## config.mk

```make
export PLATFORM = sky130hd
export DESIGN_NAME = tape_ptr_status
export DESIGN_NICKNAME = d
export VERILOG_FILES = /design/src/tape_ptr_pkg.sv /design/src/pin_sync.sv /design/src/status_deposit.sv /design/src/tape_ptr_status.sv
export VERILOG_INCLUDE_DIRS = /design/src
export SDC_FILE = /design/constraint.sdc
export NUM_CORES = 1
export LEC_CHECK = 0
export BUFFER_PORTS_ARGS = -buffer_cell sky130_fd_sc_hd__buf_2
export CAP_MARGIN = 5
export CORE_ASPECT_RATIO = 0.7
export CORE_MARGIN = 10
export CORE_UTILIZATION = 50
export DETAILED_ROUTE_END_ITERATION = 8
export PLACE_DENSITY = 0.86
export SLEW_MARGIN = 20
export SYNTH_ARGS = -nofsm -noshare
export SYNTH_HDL_FRONTEND = slang
export SYNTH_SLANG_ARGS = --single-unit
```

## constraint.sdc

```tcl
create_clock -name sys_clk -period 3 [get_ports sys_clk]
set_input_delay 0.45 -clock sys_clk [delete_from_list [all_inputs] [get_ports sys_clk]]
set_output_delay 0.45 -clock sys_clk [all_outputs]
set_load 0.01 [all_outputs]
```

## src/tape_ptr_map.svh

```systemverilog
/*
 * Constants for the pointer and status block: register locations, field
 * positions, reset values and the boot transfer figures.
 * Assumes inclusion by bare name from every design file that needs them.
 */
`ifndef TAPE_PTR_MAP_SVH
`define TAPE_PTR_MAP_SVH

// ****************************************
// Register locations (word index)
// ****************************************
`define PTR_LOW_IDX      2'h1
`define STATUS_IDX       2'h2

// ****************************************
// Pointer high byte fields
// ****************************************
`define EXT_BOOT_BIT     15
`define EXT_PTR_MSB      11
`define EXT_PTR_LSB      8
`define EXT_PTR_RESET    4'h0
`define DMA_ADDR_RESET   22'h000000

// ****************************************
// Boot transfer
// ****************************************
`define BOOT_START_ADDR  22'h000000
`define BOOT_BYTES       10'h200

// ****************************************
// Status word fields and message slots
// ****************************************
`define TCW_TMK_BIT      15
`define TCW_EOT_BIT      0
`define DEW_OVERRUN_BIT  15
`define DEW_HARD_BIT     1
`define DIW_BUSY_BIT     15
`define MSG_SLOT_FIRST   3'h4
`define MSG_SLOT_LAST    3'h6
`define UCODE_REV        6'h01    // Arbitrary revision code
`define WORD_RESET       16'h0000

`endif

```

## src/tape_ptr_pkg.sv

```systemverilog
/*
 * Types shared by the pointer and status block.
 * Assumes nothing of its surroundings.
 */
package tape_ptr_pkg;
    typedef logic [15:0] word_t;
    typedef logic [21:0] bus_addr_t;
    typedef enum logic [3:0] {
        K_READ, K_WRITE, K_WTM, K_SPACE, K_SKIP_TM, K_REWIND,
        K_GET_STATUS, K_DRV_INIT, K_WRCHAR, K_OTHER
    } cmd_kind_t;
    typedef enum {CTL_IDLE, CTL_FETCH, CTL_DEPOSIT, CTL_BOOT} ctl_state_t;
endpackage

```

## src/pin_sync.sv

```systemverilog
/*
 * Two-stage synchroniser bank for drive pins and jumpers.
 * Assumes sys_clk is the only clock; inputs are asynchronous levels.
 */
`timescale 1ns/1ps
module pin_sync #(
    parameter int WIDTH = 8
) (
    input  wire logic             sys_clk,
    input  wire logic             rst,
    input  wire logic [WIDTH-1:0] async_in,
    output logic      [WIDTH-1:0] sync_out
);
    logic [WIDTH-1:0] stage1;

    for (genvar i = 0; i < WIDTH; i++) begin : g_bit
        always_ff @(posedge sys_clk) begin
            if (rst) begin
                stage1[i]   <= 1'b0;
                sync_out[i] <= 1'b0;
            end else begin
                stage1[i]   <= async_in[i];
                sync_out[i] <= stage1[i];
            end
        end
    end
endmodule // pin_sync

```

## src/status_deposit.sv

```systemverilog
/*
 * Emits the three status words to the message buffer, one per cycle.
 * Assumes start arrives only while idle.
 */
`timescale 1ns/1ps
`include "tape_ptr_map.svh"
module status_deposit (
    input  wire logic               sys_clk,
    input  wire logic               rst,
    input  wire logic               start,
    input  tape_ptr_pkg::word_t     w_cond,
    input  tape_ptr_pkg::word_t     w_err,
    input  tape_ptr_pkg::word_t     w_info,
    output logic                    msg_wr,
    output logic [2:0]              msg_slot,
    output tape_ptr_pkg::word_t     msg_data,
    output logic                    done
);
    import tape_ptr_pkg::*;

    logic  active;
    word_t hold_err;
    word_t hold_info;

    always_ff @(posedge sys_clk) begin
        if (rst) begin
            active    <= 1'b0;
            msg_wr    <= 1'b0;
            msg_slot  <= `MSG_SLOT_FIRST;
            msg_data  <= `WORD_RESET;
            hold_err  <= `WORD_RESET;
            hold_info <= `WORD_RESET;
            done      <= 1'b0;
        end else begin
            done <= 1'b0;
            if (start && !active) begin
                active    <= 1'b1;
                msg_wr    <= 1'b1;
                msg_slot  <= `MSG_SLOT_FIRST;
                msg_data  <= w_cond;
                hold_err  <= w_err;
                hold_info <= w_info;
            end else if (active) begin
                if (msg_slot == `MSG_SLOT_LAST) begin
                    active <= 1'b0;
                    msg_wr <= 1'b0;
                    done   <= 1'b1;
                end else begin
                    msg_slot <= msg_slot + 3'h1;
                    msg_data <= (msg_slot == `MSG_SLOT_FIRST) ? hold_err : hold_info;
                end
            end
        end
    end
endmodule // status_deposit

```

## src/tape_ptr_status.sv

```systemverilog
/*
 * Command pointer extension, boot request and the composition of the three
 * extended status words deposited at command completion.
 * Assumes the register port, command events and bus_init come from logic on
 * sys_clk; drive pins and jumpers are asynchronous and are synchronised here.
 */
`timescale 1ns/1ps
`include "tape_ptr_map.svh"

module tape_ptr_status (
    input  wire logic                   sys_clk,
    input  wire logic                   rst,
    input  wire logic                   bus_init,
    input  wire logic                   reg_wr,
    input  wire logic                   reg_byte,
    input  wire logic                   reg_byte_hi,
    input  wire logic [1:0]             reg_addr,
    input  tape_ptr_pkg::word_t         reg_wdata,
    input  wire logic                   diag_ok,
    input  wire logic                   cmd_done,
    input  wire logic                   boot_done,
    input  wire logic                   boot_fail,
    input  tape_ptr_pkg::cmd_kind_t     cmd_kind,
    input  wire logic                   cmd_reverse,
    input  wire logic                   cmd_bad_code,
    input  wire logic [23:0]            cmd_addr,
    input  wire logic                   cmd_need_even,
    input  wire logic                   cmd_ie,
    input  wire logic                   cvc_pulse,
    input  wire logic                   let_enable,
    input  wire logic                   double_mark_stop,
    input  wire logic                   tm_detect,
    input  wire logic                   rec_detect,
    input  wire logic                   bot_hit,
    input  wire logic                   short_record,
    input  wire logic                   long_record,
    input  wire logic                   count_left,
    input  wire logic                   logical_end,
    input  wire logic                   buf_full,
    input  wire logic                   buf_empty,
    input  wire logic                   drive_byte,
    input  wire logic                   drive_req,
    input  wire logic                   last_rec_req,
    input  wire logic                   hard_error_evt,
    input  wire logic                   drive_busy_pin,
    input  wire logic                   rewinding_pin,
    input  wire logic                   online_pin,
    input  wire logic                   wr_protect_pin,
    input  wire logic                   bot_pin,
    input  wire logic                   eot_hole_pin,
    input  wire logic                   ext_features_pin,
    input  wire logic                   buf_enable_pin,
    output logic                        subsystem_ready,
    output logic                        write_refused,
    output tape_ptr_pkg::bus_addr_t     dma_address,
    output logic                        fetch_start,
    output logic                        boot_start,
    output logic [9:0]                  boot_length,
    output tape_ptr_pkg::word_t         tape_condition_word,
    output tape_ptr_pkg::word_t         drive_error_word,
    output tape_ptr_pkg::word_t         drive_info_word,
    output logic                        msg_wr,
    output logic [2:0]                  msg_slot,
    output tape_ptr_pkg::word_t         msg_data
);
    import tape_ptr_pkg::*;

    // ****************************************
    // Decode helpers
    // ****************************************
    function automatic logic word_wr_at(input logic wr, input logic bw, input logic [1:0] a,
                                        input logic [1:0] idx);
        return wr && !bw && (a == idx);
    endfunction

    function automatic logic is_write_kind(input cmd_kind_t k);
        return (k == K_WRITE) || (k == K_WTM);
    endfunction

    // ****************************************
    // Pin synchronisers
    // ****************************************
    logic [7:0] pins_s;
    logic       s_busy, s_rew, s_onl, s_wlk, s_bot, s_eot, s_ext, s_bufen;

    pin_sync #(.WIDTH(8)) u_sync (
        .sys_clk  (sys_clk),
        .rst      (rst),
        .async_in ({buf_enable_pin, ext_features_pin, eot_hole_pin, bot_pin,
                    wr_protect_pin, online_pin, rewinding_pin, drive_busy_pin}),
        .sync_out (pins_s)
    );
    assign {s_bufen, s_ext, s_eot, s_bot, s_wlk, s_onl, s_rew, s_busy} = pins_s;

    // ****************************************
    // Register port decode
    // ****************************************
    logic low_wr, high_wr, soft_init, take_cmd;
    logic [3:0] ptr_ext;
    logic       boot_req;
    ctl_state_t state;

    assign low_wr    = word_wr_at(reg_wr, reg_byte, reg_addr, `PTR_LOW_IDX);
    assign high_wr   = reg_wr && reg_byte && reg_byte_hi && (reg_addr == `STATUS_IDX);
    assign soft_init = bus_init || word_wr_at(reg_wr, reg_byte, reg_addr, `STATUS_IDX);
    assign take_cmd  = low_wr && subsystem_ready;

    // ****************************************
    // Pointer high byte
    // ****************************************
    always_ff @(posedge sys_clk) begin
        if (rst || soft_init) begin
            ptr_ext  <= `EXT_PTR_RESET;
            boot_req <= 1'b0;
        end else if (take_cmd) begin
            ptr_ext  <= `EXT_PTR_RESET;
            boot_req <= 1'b0;
        end else if (high_wr && subsystem_ready) begin
            boot_req <= reg_wdata[`EXT_BOOT_BIT];
            if (s_ext) begin
                ptr_ext <= reg_wdata[`EXT_PTR_MSB:`EXT_PTR_LSB];
            end
        end
    end

    // ****************************************
    // Internal address register
    // ****************************************
    always_ff @(posedge sys_clk) begin
        if (rst) begin
            dma_address <= `DMA_ADDR_RESET;
        end else if (take_cmd && boot_req) begin
            dma_address <= `BOOT_START_ADDR;
        end else if (take_cmd) begin
            dma_address <= {ptr_ext, reg_wdata[1:0], reg_wdata[15:2], 2'b00};
        end else if (high_wr && subsystem_ready && s_ext) begin
            dma_address[21:18] <= reg_wdata[`EXT_PTR_MSB:`EXT_PTR_LSB];
        end
    end

    // ****************************************
    // Write refused flag
    // ****************************************
    always_ff @(posedge sys_clk) begin
        if (rst || soft_init) begin
            write_refused <= 1'b0;
        end else if (low_wr && !subsystem_ready) begin
            write_refused <= 1'b1;
        end
    end

    // ****************************************
    // Sequencing and ready
    // ****************************************
    logic dep_done;

    always_ff @(posedge sys_clk) begin
        if (rst || soft_init) begin
            state           <= CTL_IDLE;
            subsystem_ready <= 1'b0;
            fetch_start     <= 1'b0;
            boot_start      <= 1'b0;
        end else begin
            fetch_start <= 1'b0;
            boot_start  <= 1'b0;
            unique case (state)
                CTL_IDLE: begin
                    if (take_cmd && boot_req) begin
                        state           <= CTL_BOOT;
                        subsystem_ready <= 1'b0;
                        boot_start      <= 1'b1;
                    end else if (take_cmd) begin
                        state           <= CTL_FETCH;
                        subsystem_ready <= 1'b0;
                        fetch_start     <= 1'b1;
                    end else if (diag_ok) begin
                        subsystem_ready <= 1'b1;
                    end
                end
                CTL_FETCH: begin
                    if (cmd_done) begin
                        state <= CTL_DEPOSIT;
                    end
                end
                CTL_DEPOSIT: begin
                    if (dep_done) begin
                        state           <= CTL_IDLE;
                        subsystem_ready <= 1'b1;
                    end
                end
                CTL_BOOT: begin
                    if (boot_done || boot_fail) begin
                        state           <= CTL_IDLE;
                        subsystem_ready <= 1'b1;
                    end
                end
            endcase
        end
    end

    always_ff @(posedge sys_clk) begin
        if (rst) begin
            boot_length <= 10'h000;
        end else begin
            boot_length <= `BOOT_BYTES;
        end
    end

    // ****************************************
    // Tape position tracking
    // ****************************************
    logic prev_tm, since_bot, prev_bot, prev_onl, let_hit;

    always_ff @(posedge sys_clk) begin
        if (rst) begin
            prev_tm   <= 1'b0;
            since_bot <= 1'b0;
            prev_bot  <= 1'b0;
        end else begin
            prev_bot <= s_bot;
            if (tm_detect) begin
                prev_tm <= 1'b1;
            end else if (rec_detect) begin
                prev_tm <= 1'b0;
            end
            if (prev_bot && !s_bot) begin
                since_bot <= 1'b1;
            end else if (tm_detect || rec_detect) begin
                since_bot <= 1'b0;
            end
        end
    end

    assign let_hit = let_enable && tm_detect && (prev_tm || since_bot);

    // ****************************************
    // Sticky event flags, cleared as a command is taken; volume check cleared by cvc_pulse
    // ****************************************
    logic f_tmk, f_rls, f_let, f_rll, f_eot, f_dlt, f_unc, f_vck;
    logic set_tmk, set_rls, set_rll, set_eot, set_dlt;

    assign set_tmk = (tm_detect && (cmd_kind == K_READ || cmd_kind == K_SPACE || cmd_kind == K_SKIP_TM))
                     || (cmd_done && cmd_kind == K_WTM);
    assign set_rls = (cmd_kind == K_READ && short_record)
                     || (cmd_kind == K_SPACE && count_left && (tm_detect || bot_hit))
                     || (cmd_kind == K_SKIP_TM && count_left
                         && (bot_hit || (double_mark_stop && tm_detect && prev_tm)));
    assign set_rll = cmd_kind == K_READ && long_record;
    assign set_eot = s_eot || (logical_end && (is_write_kind(cmd_kind) ? buf_empty : last_rec_req));
    assign set_dlt = (cmd_kind == K_READ && buf_full && drive_byte)
                     || (cmd_kind == K_WRITE && buf_empty && drive_req);

    always_ff @(posedge sys_clk) begin
        if (rst) begin
            {f_tmk, f_rls, f_let, f_rll, f_eot, f_dlt, f_unc} <= 7'h00;
        end else begin
            f_tmk <= set_tmk || (f_tmk && !take_cmd);
            f_rls <= set_rls || (f_rls && !take_cmd);
            f_let <= let_hit || (f_let && !take_cmd);
            f_rll <= set_rll || (f_rll && !take_cmd);
            f_eot <= set_eot || (f_eot && !take_cmd);
            f_dlt <= set_dlt || (f_dlt && !take_cmd);
            f_unc <= hard_error_evt || (f_unc && !take_cmd);
        end
    end

    always_ff @(posedge sys_clk) begin
        if (rst) begin
            prev_onl <= 1'b0;
            f_vck    <= 1'b1;
        end else begin
            prev_onl <= s_onl;
            f_vck    <= (prev_onl && !s_onl) || (f_vck && !cvc_pulse);
        end
    end

    // ****************************************
    // Status word composition
    // ****************************************
    logic  write_protect_violation, cannot_execute, bad_address_flag, motion;
    word_t cond_w, err_w, info_w;

    assign motion = cmd_kind inside {K_READ, K_WRITE, K_WTM, K_SPACE, K_SKIP_TM, K_REWIND};
    assign write_protect_violation    = is_write_kind(cmd_kind) && s_wlk;
    assign cannot_execute    = (cmd_reverse && s_bot) || (motion && (f_vck || !s_onl))
                    || (!s_onl && cmd_kind != K_GET_STATUS && cmd_kind != K_DRV_INIT) || write_protect_violation;
    assign bad_address_flag    = (s_ext ? (|cmd_addr[23:22]) : (|cmd_addr[23:18]))
                    || (cmd_need_even && cmd_addr[0]);
    assign cond_w = {f_tmk, f_rls, f_let, f_rll, write_protect_violation, cannot_execute, cmd_bad_code, bad_address_flag,
                     s_busy || s_rew, s_onl, cmd_ie, f_vck, 1'b1, s_wlk, s_bot, f_eot};
    assign err_w  = {f_dlt, 13'h0000, f_unc, 1'b0};
    assign info_w = {s_busy, 7'h00,
                     (cmd_kind == K_WRCHAR || cmd_kind == K_GET_STATUS) ?
                     {s_ext, s_bufen, `UCODE_REV} : 8'h00};

    always_ff @(posedge sys_clk) begin
        if (rst) begin
            tape_condition_word <= `WORD_RESET;
            drive_error_word    <= `WORD_RESET;
            drive_info_word     <= `WORD_RESET;
        end else if (state == CTL_FETCH && cmd_done) begin
            tape_condition_word <= cond_w;
            drive_error_word    <= err_w;
            drive_info_word     <= info_w;
        end
    end

    // ****************************************
    // Message buffer deposit
    // ****************************************
    status_deposit u_dep (
        .sys_clk  (sys_clk),
        .rst      (rst || soft_init),
        .start    (state == CTL_FETCH && cmd_done),
        .w_cond   (cond_w),
        .w_err    (err_w),
        .w_info   (info_w),
        .msg_wr   (msg_wr),
        .msg_slot (msg_slot),
        .msg_data (msg_data),
        .done     (dep_done)
    );
endmodule // tape_ptr_status

```

==> flow_metrics.env, run 1 <==
export IMPL_ys_ff_latch=110
export IMPL_drt_wirelength_per_cell_microns=17.15
export IMPL_worstPathMaxFanout=49
export IMPL_ys_flop_type="dfxtp_1"
export IMPL_first_pass_iters=4
export IMPL_place_ws_ns=0.8798
export IMPL_cts_setup_buffers=0
export IMPL_max_slew_margin_pct=39.68
export IMPL_syn_inst=517
export IMPL_nets=720
export IMPL_clkSinkCount=110
export IMPL_finalHoldViolations=0
export IMPL_hpwl_microns=9698
export IMPL_worstPathRequired_ns=3.22
export IMPL_layout_drive_gt1_share_pct=26.80
export IMPL_gp_congestion=0.8329
export IMPL_h_tree_depth=3
export IMPL_final_core_util_pct=61.83
export IMPL_syn2layout_area_growth_pct=18.37
export IMPL_final_area_sq_um=5329
export IMPL_tns_ns=0
export IMPL_drt_iter0_drc=333
export IMPL_grt_pass1_vias=3992
export IMPL_ios=188
export IMPL_ys_types=52
export IMPL_die_area_sq_um=13260
export IMPL_clock_skew_ns=0.006696
export IMPL_clkLatencyLatePin_ns=0.34
export IMPL_rsz0062_at_grt="false"
export IMPL_hp_class="primary input to flop"
export IMPL_maxCapViolCount=0
export IMPL_cts_buffers=9
export IMPL_grt_pass1_wl_microns=20710
export IMPL_cts_hold_buf=0
export IMPL_layout_min_cycle_time_ns=1.787
export IMPL_synth_top_cell_area_share_pct=48.92
export IMPL_leakagePower_nw=2.217
export IMPL_grt_overflow_total=0
export IMPL_root_buffer="clkbuf_16"
export IMPL_critPathLaunchType="primary input"
export IMPL_vias=3927
export IMPL_initial_utilization_pct=52.24
export IMPL_cp_end_kind="flop"
export IMPL_core_rowCount=28
export IMPL_instances_no_fill=758
export IMPL_ys_top_cells_by_area="dfxtp_1 (49%), nand2_1 (9.1%), a21oi_1 (7.3%)"
export IMPL_placed_cell_area_sq_um=5005
export IMPL_fin_ws_ns=1.213
export IMPL_die_height_microns=99.39
export IMPL_vdd_drop_max_uv=314.6
export IMPL_avgSynthCellArea_sq_um=8.708
export IMPL_antenna_found_initial=0
export IMPL_p_per_area_nw_per_um2=550.8
export IMPL_synth_most_common_cell="dfxtp_1"
export IMPL_cts_resized_gates=0
export IMPL_yosysTopAreaCell="dfxtp_1"
export IMPL_yosysWarnings=0
export IMPL_die_w_microns=133.4
export IMPL_mappedNetlistArea_sq_um=4502
export IMPL_routed_wl_microns=13000
export IMPL_fmax_mhz=559.4
export IMPL_core_area_sq_um=8618
export IMPL_grt_max_degree=50
export IMPL_dp_cells=742
export IMPL_status="completed"
export IMPL_arrival_ns=2.01
export IMPL_setup_viol=0
export IMPL_critPathKind="primary input to flop"
export IMPL_cts_tree="done"
export IMPL_ant_nets=0
export IMPL_synth_edf_count=0
export IMPL_grtUsageTotal_pct=19.10
export IMPL_clkTransAtPathRegs_ns=0.07
export IMPL_synth_async_reset_ratio_pct=0
export IMPL_hold_ws_ns=0.3104
export IMPL_cts_buffer_depth=2
export IMPL_seq_area_frac_synth_pct=48.92
export IMPL_slew_viol_final=0
export IMPL_fin_crit_sh_pct=59.58
export IMPL_io_buffers=133
export IMPL_drc=0
export IMPL_finalPower_mw=2.935
export IMPL_worstMarginPinSlew_ns=0.9020
export IMPL_viasPerCell=5.181
export IMPL_netlist_top_cells_count="dfxtp_1 (110), nand2_1 (109), a21oi_1 (66), buf_4 (40), nor2_1 (24)"
export IMPL_n_antenna_cell=0
cell families after synthesis:
logic type | count (synthesis) | share of synthesized area [%]
mux | 2 | 0.4447
flops | 110 | 48.92
xor+xnor | 3 | 0.5838
buf+inv | 77 | 11.45
fa+ha+maj | 3 | 0.8339
compound gates | 109 | 14.92
simple gates | 212 | 22.76
other cells | 1 | 0.08330
cell type report:
| cell class | instances | area, sq um |
|---|---|---|
| fill | 745 | 3289 |
| sequential | 110 | 2202 |
| multi-input combinational | 366 | 1919 |
| timing repair buffer | 138 | 703.2 |
| clock buffer | 11 | 242.7 |
| tap | 120 | 150.1 |
| clock inverter | 5 | 81.33 |
| inverter | 8 | 30.03 |
routing by layer:
layer / vias up / track usage, % / part of all wire, %
met5: - / 0 / 0
met4: 0 / 7.339 / 1.9
met3: 18 / 5.779 / 8.2
met2: 181 / 30.85 / 48
met1: 1823 / 23.53 / 42
li1: 1905 / - / -
power breakdown:
group | switching (mW) | internal, mW | leakage [nW] | total [mW]
clock | 0.522 | 0.757 | 0.156 | 1.28
sequential | 0.0169 | 1.48 | 0.892 | 1.50
combinational | 0.0996 | 0.0602 | 1.17 | 0.160
cell usage in the layout (no fill, tap or decap), drive strengths merged, types with 3 or more instances in the layout:
cell / netlist / layout
nand4: 3 / 3
nand3: 25 / 25
dfxtp: 110 / 110
conb: 1 / 37
and4bb: 3 / 3
inv: 8 / 9
clkbuf: 6 / 11
a211oi: 3 / 3
nor3b: 3 / 3
buf: 63 / 138
nor2: 24 / 24
a31oi: 9 / 9
ha: 3 / 3
a21oi: 70 / 70
nand3b: 3 / 3
nand2: 109 / 109
o21ai: 9 / 9
nor2b: 20 / 20
nor3: 7 / 7
nand2b: 4 / 4
worst max-delay path, stage by stage:
cell and delay [ns]:
buf_2 0.11, buf_4 0.43, inv_1 0.26, o21ai_1 0.37, buf_4 0.31, a31oi_1 0.06
registers in the layout (all words and copies together), names as in the netlist, 2 cells and up:
| name | flops |
|---|---|
| tape_condition_word | 16 |
| drive_info_word | 4 |
| u_dep.hold_info | 4 |
| u_sync.stage1 | 8 |
| u_dep.msg_data | 16 |
| dma_address | 20 |
| u_dep.msg_slot | 3 |
| state | 2 |
| ptr_ext | 4 |
| drive_error_word | 2 |
| u_dep.hold_err | 2 |
| u_sync.sync_out | 8 |
worst paths after layout:
check | startpoint | end | slack, ns | cells past startpoint
max | rst | dma_address[18] | 1.21 | 6
min | drive_busy_pin | u_sync.stage1[0] | 0.31 | 2
max reg2reg | u_dep.msg_slot[0] | u_dep.msg_slot[2] | 1.22 | 6
min reg2reg | u_sync.stage1[3] | u_sync.sync_out[3] | 0.44 | 1
Power figures use the tool's default switching activity.
==> run 2, diff against run 1 <==
ABC_AREA = 1   (was not set)
CORE_UTILIZATION = 48   (was 50)
PLACE_DENSITY = 0.83   (was 0.86)
clock period = 1.7 ns   (was 3 ns; I/O delays follow)
==> run 2 against run 1 <==
Net effect:
- non-clock buffer count rose by 3
- clock skew rose by 0.0021 ns
- register-to-register slack got worse by 1.0 ns
- cell area rose by 2.6%
- largest cell class unchanged
- highest routed layer unchanged
==> flow_metrics.env, run 2 <==
export IMPL_status="completed"
export IMPL_mappedNetlistArea_sq_um=4558
export IMPL_instances_no_fill=858
export IMPL_hp_class="primary input to flop"
export IMPL_die_area_sq_um=13860
export IMPL_grt_pass1_vias=4050
export IMPL_endpoint="u_dep.msg_data[0]"
export IMPL_clkLatencyLatePin_ns=0.35
export IMPL_first_pass_iters=5
export IMPL_cp_end_kind="flop"
export IMPL_syn_inst=599
export IMPL_drc=0
export IMPL_met1_length_microns=5257
export IMPL_slew_viol_final=0
export IMPL_final_core_util_pct=59.78
export IMPL_mostFrequentLayoutCell="nand2_1"
export IMPL_place_ws_ns=0.1931
export IMPL_worstPathRequired_ns=1.94
export IMPL_die_height_microns=101.5
export IMPL_layout_drive_gt1_share_pct=24.80
export IMPL_antenna_found_initial=0
export IMPL_core_rowCount=29
export IMPL_grt_pass1_wl_microns=19460
export IMPL_hp_start="ext_features_pin"
export IMPL_initial_utilization_pct=49.85
export IMPL_netlist_top_cells_count="nand2_1 (155), dfxtp_1 (110), a21oi_1 (70), inv_1 (62), nor2_1 (59)"
export IMPL_top_register="dma_address"
export IMPL_wl_met2_microns=5758
export IMPL_highest_layer="met4"
export IMPL_ios=188
export IMPL_maxCapViolCount=0
export IMPL_grtUsageTotal_pct=17.51
export IMPL_vias=4033
export IMPL_ys_types=31
export IMPL_clock_skew_ns=0.008834
export IMPL_clkSinkCount=110
export IMPL_layout_common_cells="nand2_1 (155), buf_2 (133), dfxtp_1 (110), a21oi_1 (70), inv_1 (62)"
export IMPL_multiInputGateArea_sq_um=1803
export IMPL_syn2layout_area_growth_pct=19.93
export IMPL_rrSetupSlack_ns=0.18
export IMPL_fin_ws_ns=0.1839
export IMPL_r2r_end="u_dep.msg_data[0]"
export IMPL_cts_resized_gates=0
export IMPL_ys_flop_type="dfxtp_1"
export IMPL_arrival_ns=1.76
export IMPL_p_per_area_nw_per_um2=927.8
export IMPL_setup_viol=0
export IMPL_n_fill_cell=892
export IMPL_met3RoutedLength_microns=948
export IMPL_viasPerCell=4.700
export IMPL_critPathLaunchType="flop"
export IMPL_cts_buffers=9
export IMPL_ant_nets=0
export IMPL_leakagePower_nw=2.616
export IMPL_cts_setup_buffers=0
export IMPL_synth_edf_count=0
export IMPL_clkTransAtPathRegs_ns=0.08
export IMPL_critPathKind="flop to flop"
export IMPL_cts_buffer_depth=2
export IMPL_die_w_microns=136.5
export IMPL_grt_overflow_total=0
export IMPL_fin_crit_sh_pct=89.18
export IMPL_dp_cells=842
export IMPL_io_buffers=133
export IMPL_synth_top_cell_area_share_pct=48.31
export IMPL_ys_top_cells_by_area="dfxtp_1 (48%), nand2_1 (13%), a21oi_1 (7.7%)"
export IMPL_seq_area_frac_synth_pct=48.31
export IMPL_drt_iter0_drc=309
export IMPL_drt_wirelength_per_cell_microns=14.35
export IMPL_rsz0062_at_grt="false"
export IMPL_seqCellArea_sq_um=2202
export IMPL_finalHoldViolations=0
export IMPL_n_antenna_cell=0
export IMPL_cts_tree="done"
export IMPL_tns_ns=0
export IMPL_root_buffer="clkbuf_16"
export IMPL_avgSynthCellArea_sq_um=7.610
export IMPL_fmax_mhz=659.6
export IMPL_yosysTopAreaCell="dfxtp_1"
export IMPL_reg2reg_depth=12
export IMPL_synth_async_reset_ratio_pct=0
export IMPL_h_tree_depth=3
export IMPL_critPathLaunch="u_dep.msg_slot[0]"
export IMPL_largest_register_ff_count=20
export IMPL_r2r_start="u_dep.msg_slot[0]"
export IMPL_worstPathMaxFanout=13
export IMPL_routed_wl_microns=12310
export IMPL_vdd_drop_max_uv=571.4
export IMPL_synth_most_common_cell="nand2_1"
export IMPL_yosysWarnings=0
export IMPL_layout_min_cycle_time_ns=1.516
export IMPL_gp_congestion=0.8329
export IMPL_largestRegisters="dma_address (20), tape_condition_word (16), u_dep.msg_data (16)"
export IMPL_grt_max_degree=37
export IMPL_ys_ff_latch=110
export IMPL_nets=816
export IMPL_cts_hold_buf=0
export IMPL_core_area_sq_um=9144
export IMPL_hpwl_microns=9750
==> run 2: layout make-up <==
cell class / count / area share [%]
Clock buffer: 9 / 4.120
Clock inverter: 7 / 1.511
Inverter: 68 / 4.761
Multi-Input combinational cell: 399 / 32.98
Sequential cell: 110 / 40.28
Tap cell: 124 / 2.838
Timing Repair Buffer: 141 / 13.50
==> run 2: worst min path at each step <==
| stage | end | cells past startpoint |
|---|---|---|
| CTS | u_sync.stage1[6] | 3 |
| floorplan | f_vck | 1 |
| finish | u_sync.stage1[6] | 3 |
| detailed placement | u_sync.sync_out[6] | 2 |
| global route | u_sync.stage1[6] | 3 |
| global placement | u_sync.sync_out[3] | 2 |
==> run 2: where the power goes <==
group	internal, mW	switching, mW
clock	1.16	0.976
sequential	2.61	0.0240
combinational	0.104	0.193
==> run 2: per-layer routing <==
metal	up-vias	track usage, %
met4	0	8.408
met5	-	0
met3	30	6.133
li1	2055	-
met2	138	28.11
met1	1810	20.64
==> run 2: kinds of logic after synthesis <==
group                    synth area share [%]
buffers and inverters                   15.10
flip-flops                              48.31
other                                 0.08227
AND/OR/NAND/NOR                         23.33
adder cells (fa/ha/maj)                0.8236
AO/OA/AOI/OAI                           12.35
==> run 2: per-stage QoR <==
| step | hold slack, ns | area [sq um] | power, mW |
|---|---|---|---|
| 2_1_floorplan | 0.3554 | 4693 | 2.912 |
| 3_3_place_gp | 0.3940 | 5159 | 2.974 |
| 3_5_place_dp | 0.3943 | 5159 | 2.984 |
| 4_1_cts | 0.1007 | 5466 | 5.098 |
| 5_1_grt | 0.09301 | 5466 | 5.272 |
| 6_report | 0.1046 | 5466 | 5.072 |
==> run 2: worst max-delay path, stage by stage (launching register included) <==
cell and delay, ns:
dfxtp_1 0.38, inv_1 0.10, ha_1 0.21, nand2_1 0.06
inv_1 0.04, nor2_1 0.14, inv_2 0.09, nand2_4 0.10
inv_4 0.08, nand2_1 0.07, nand2_1 0.05, nand2_1 0.05
nand2_1 0.05
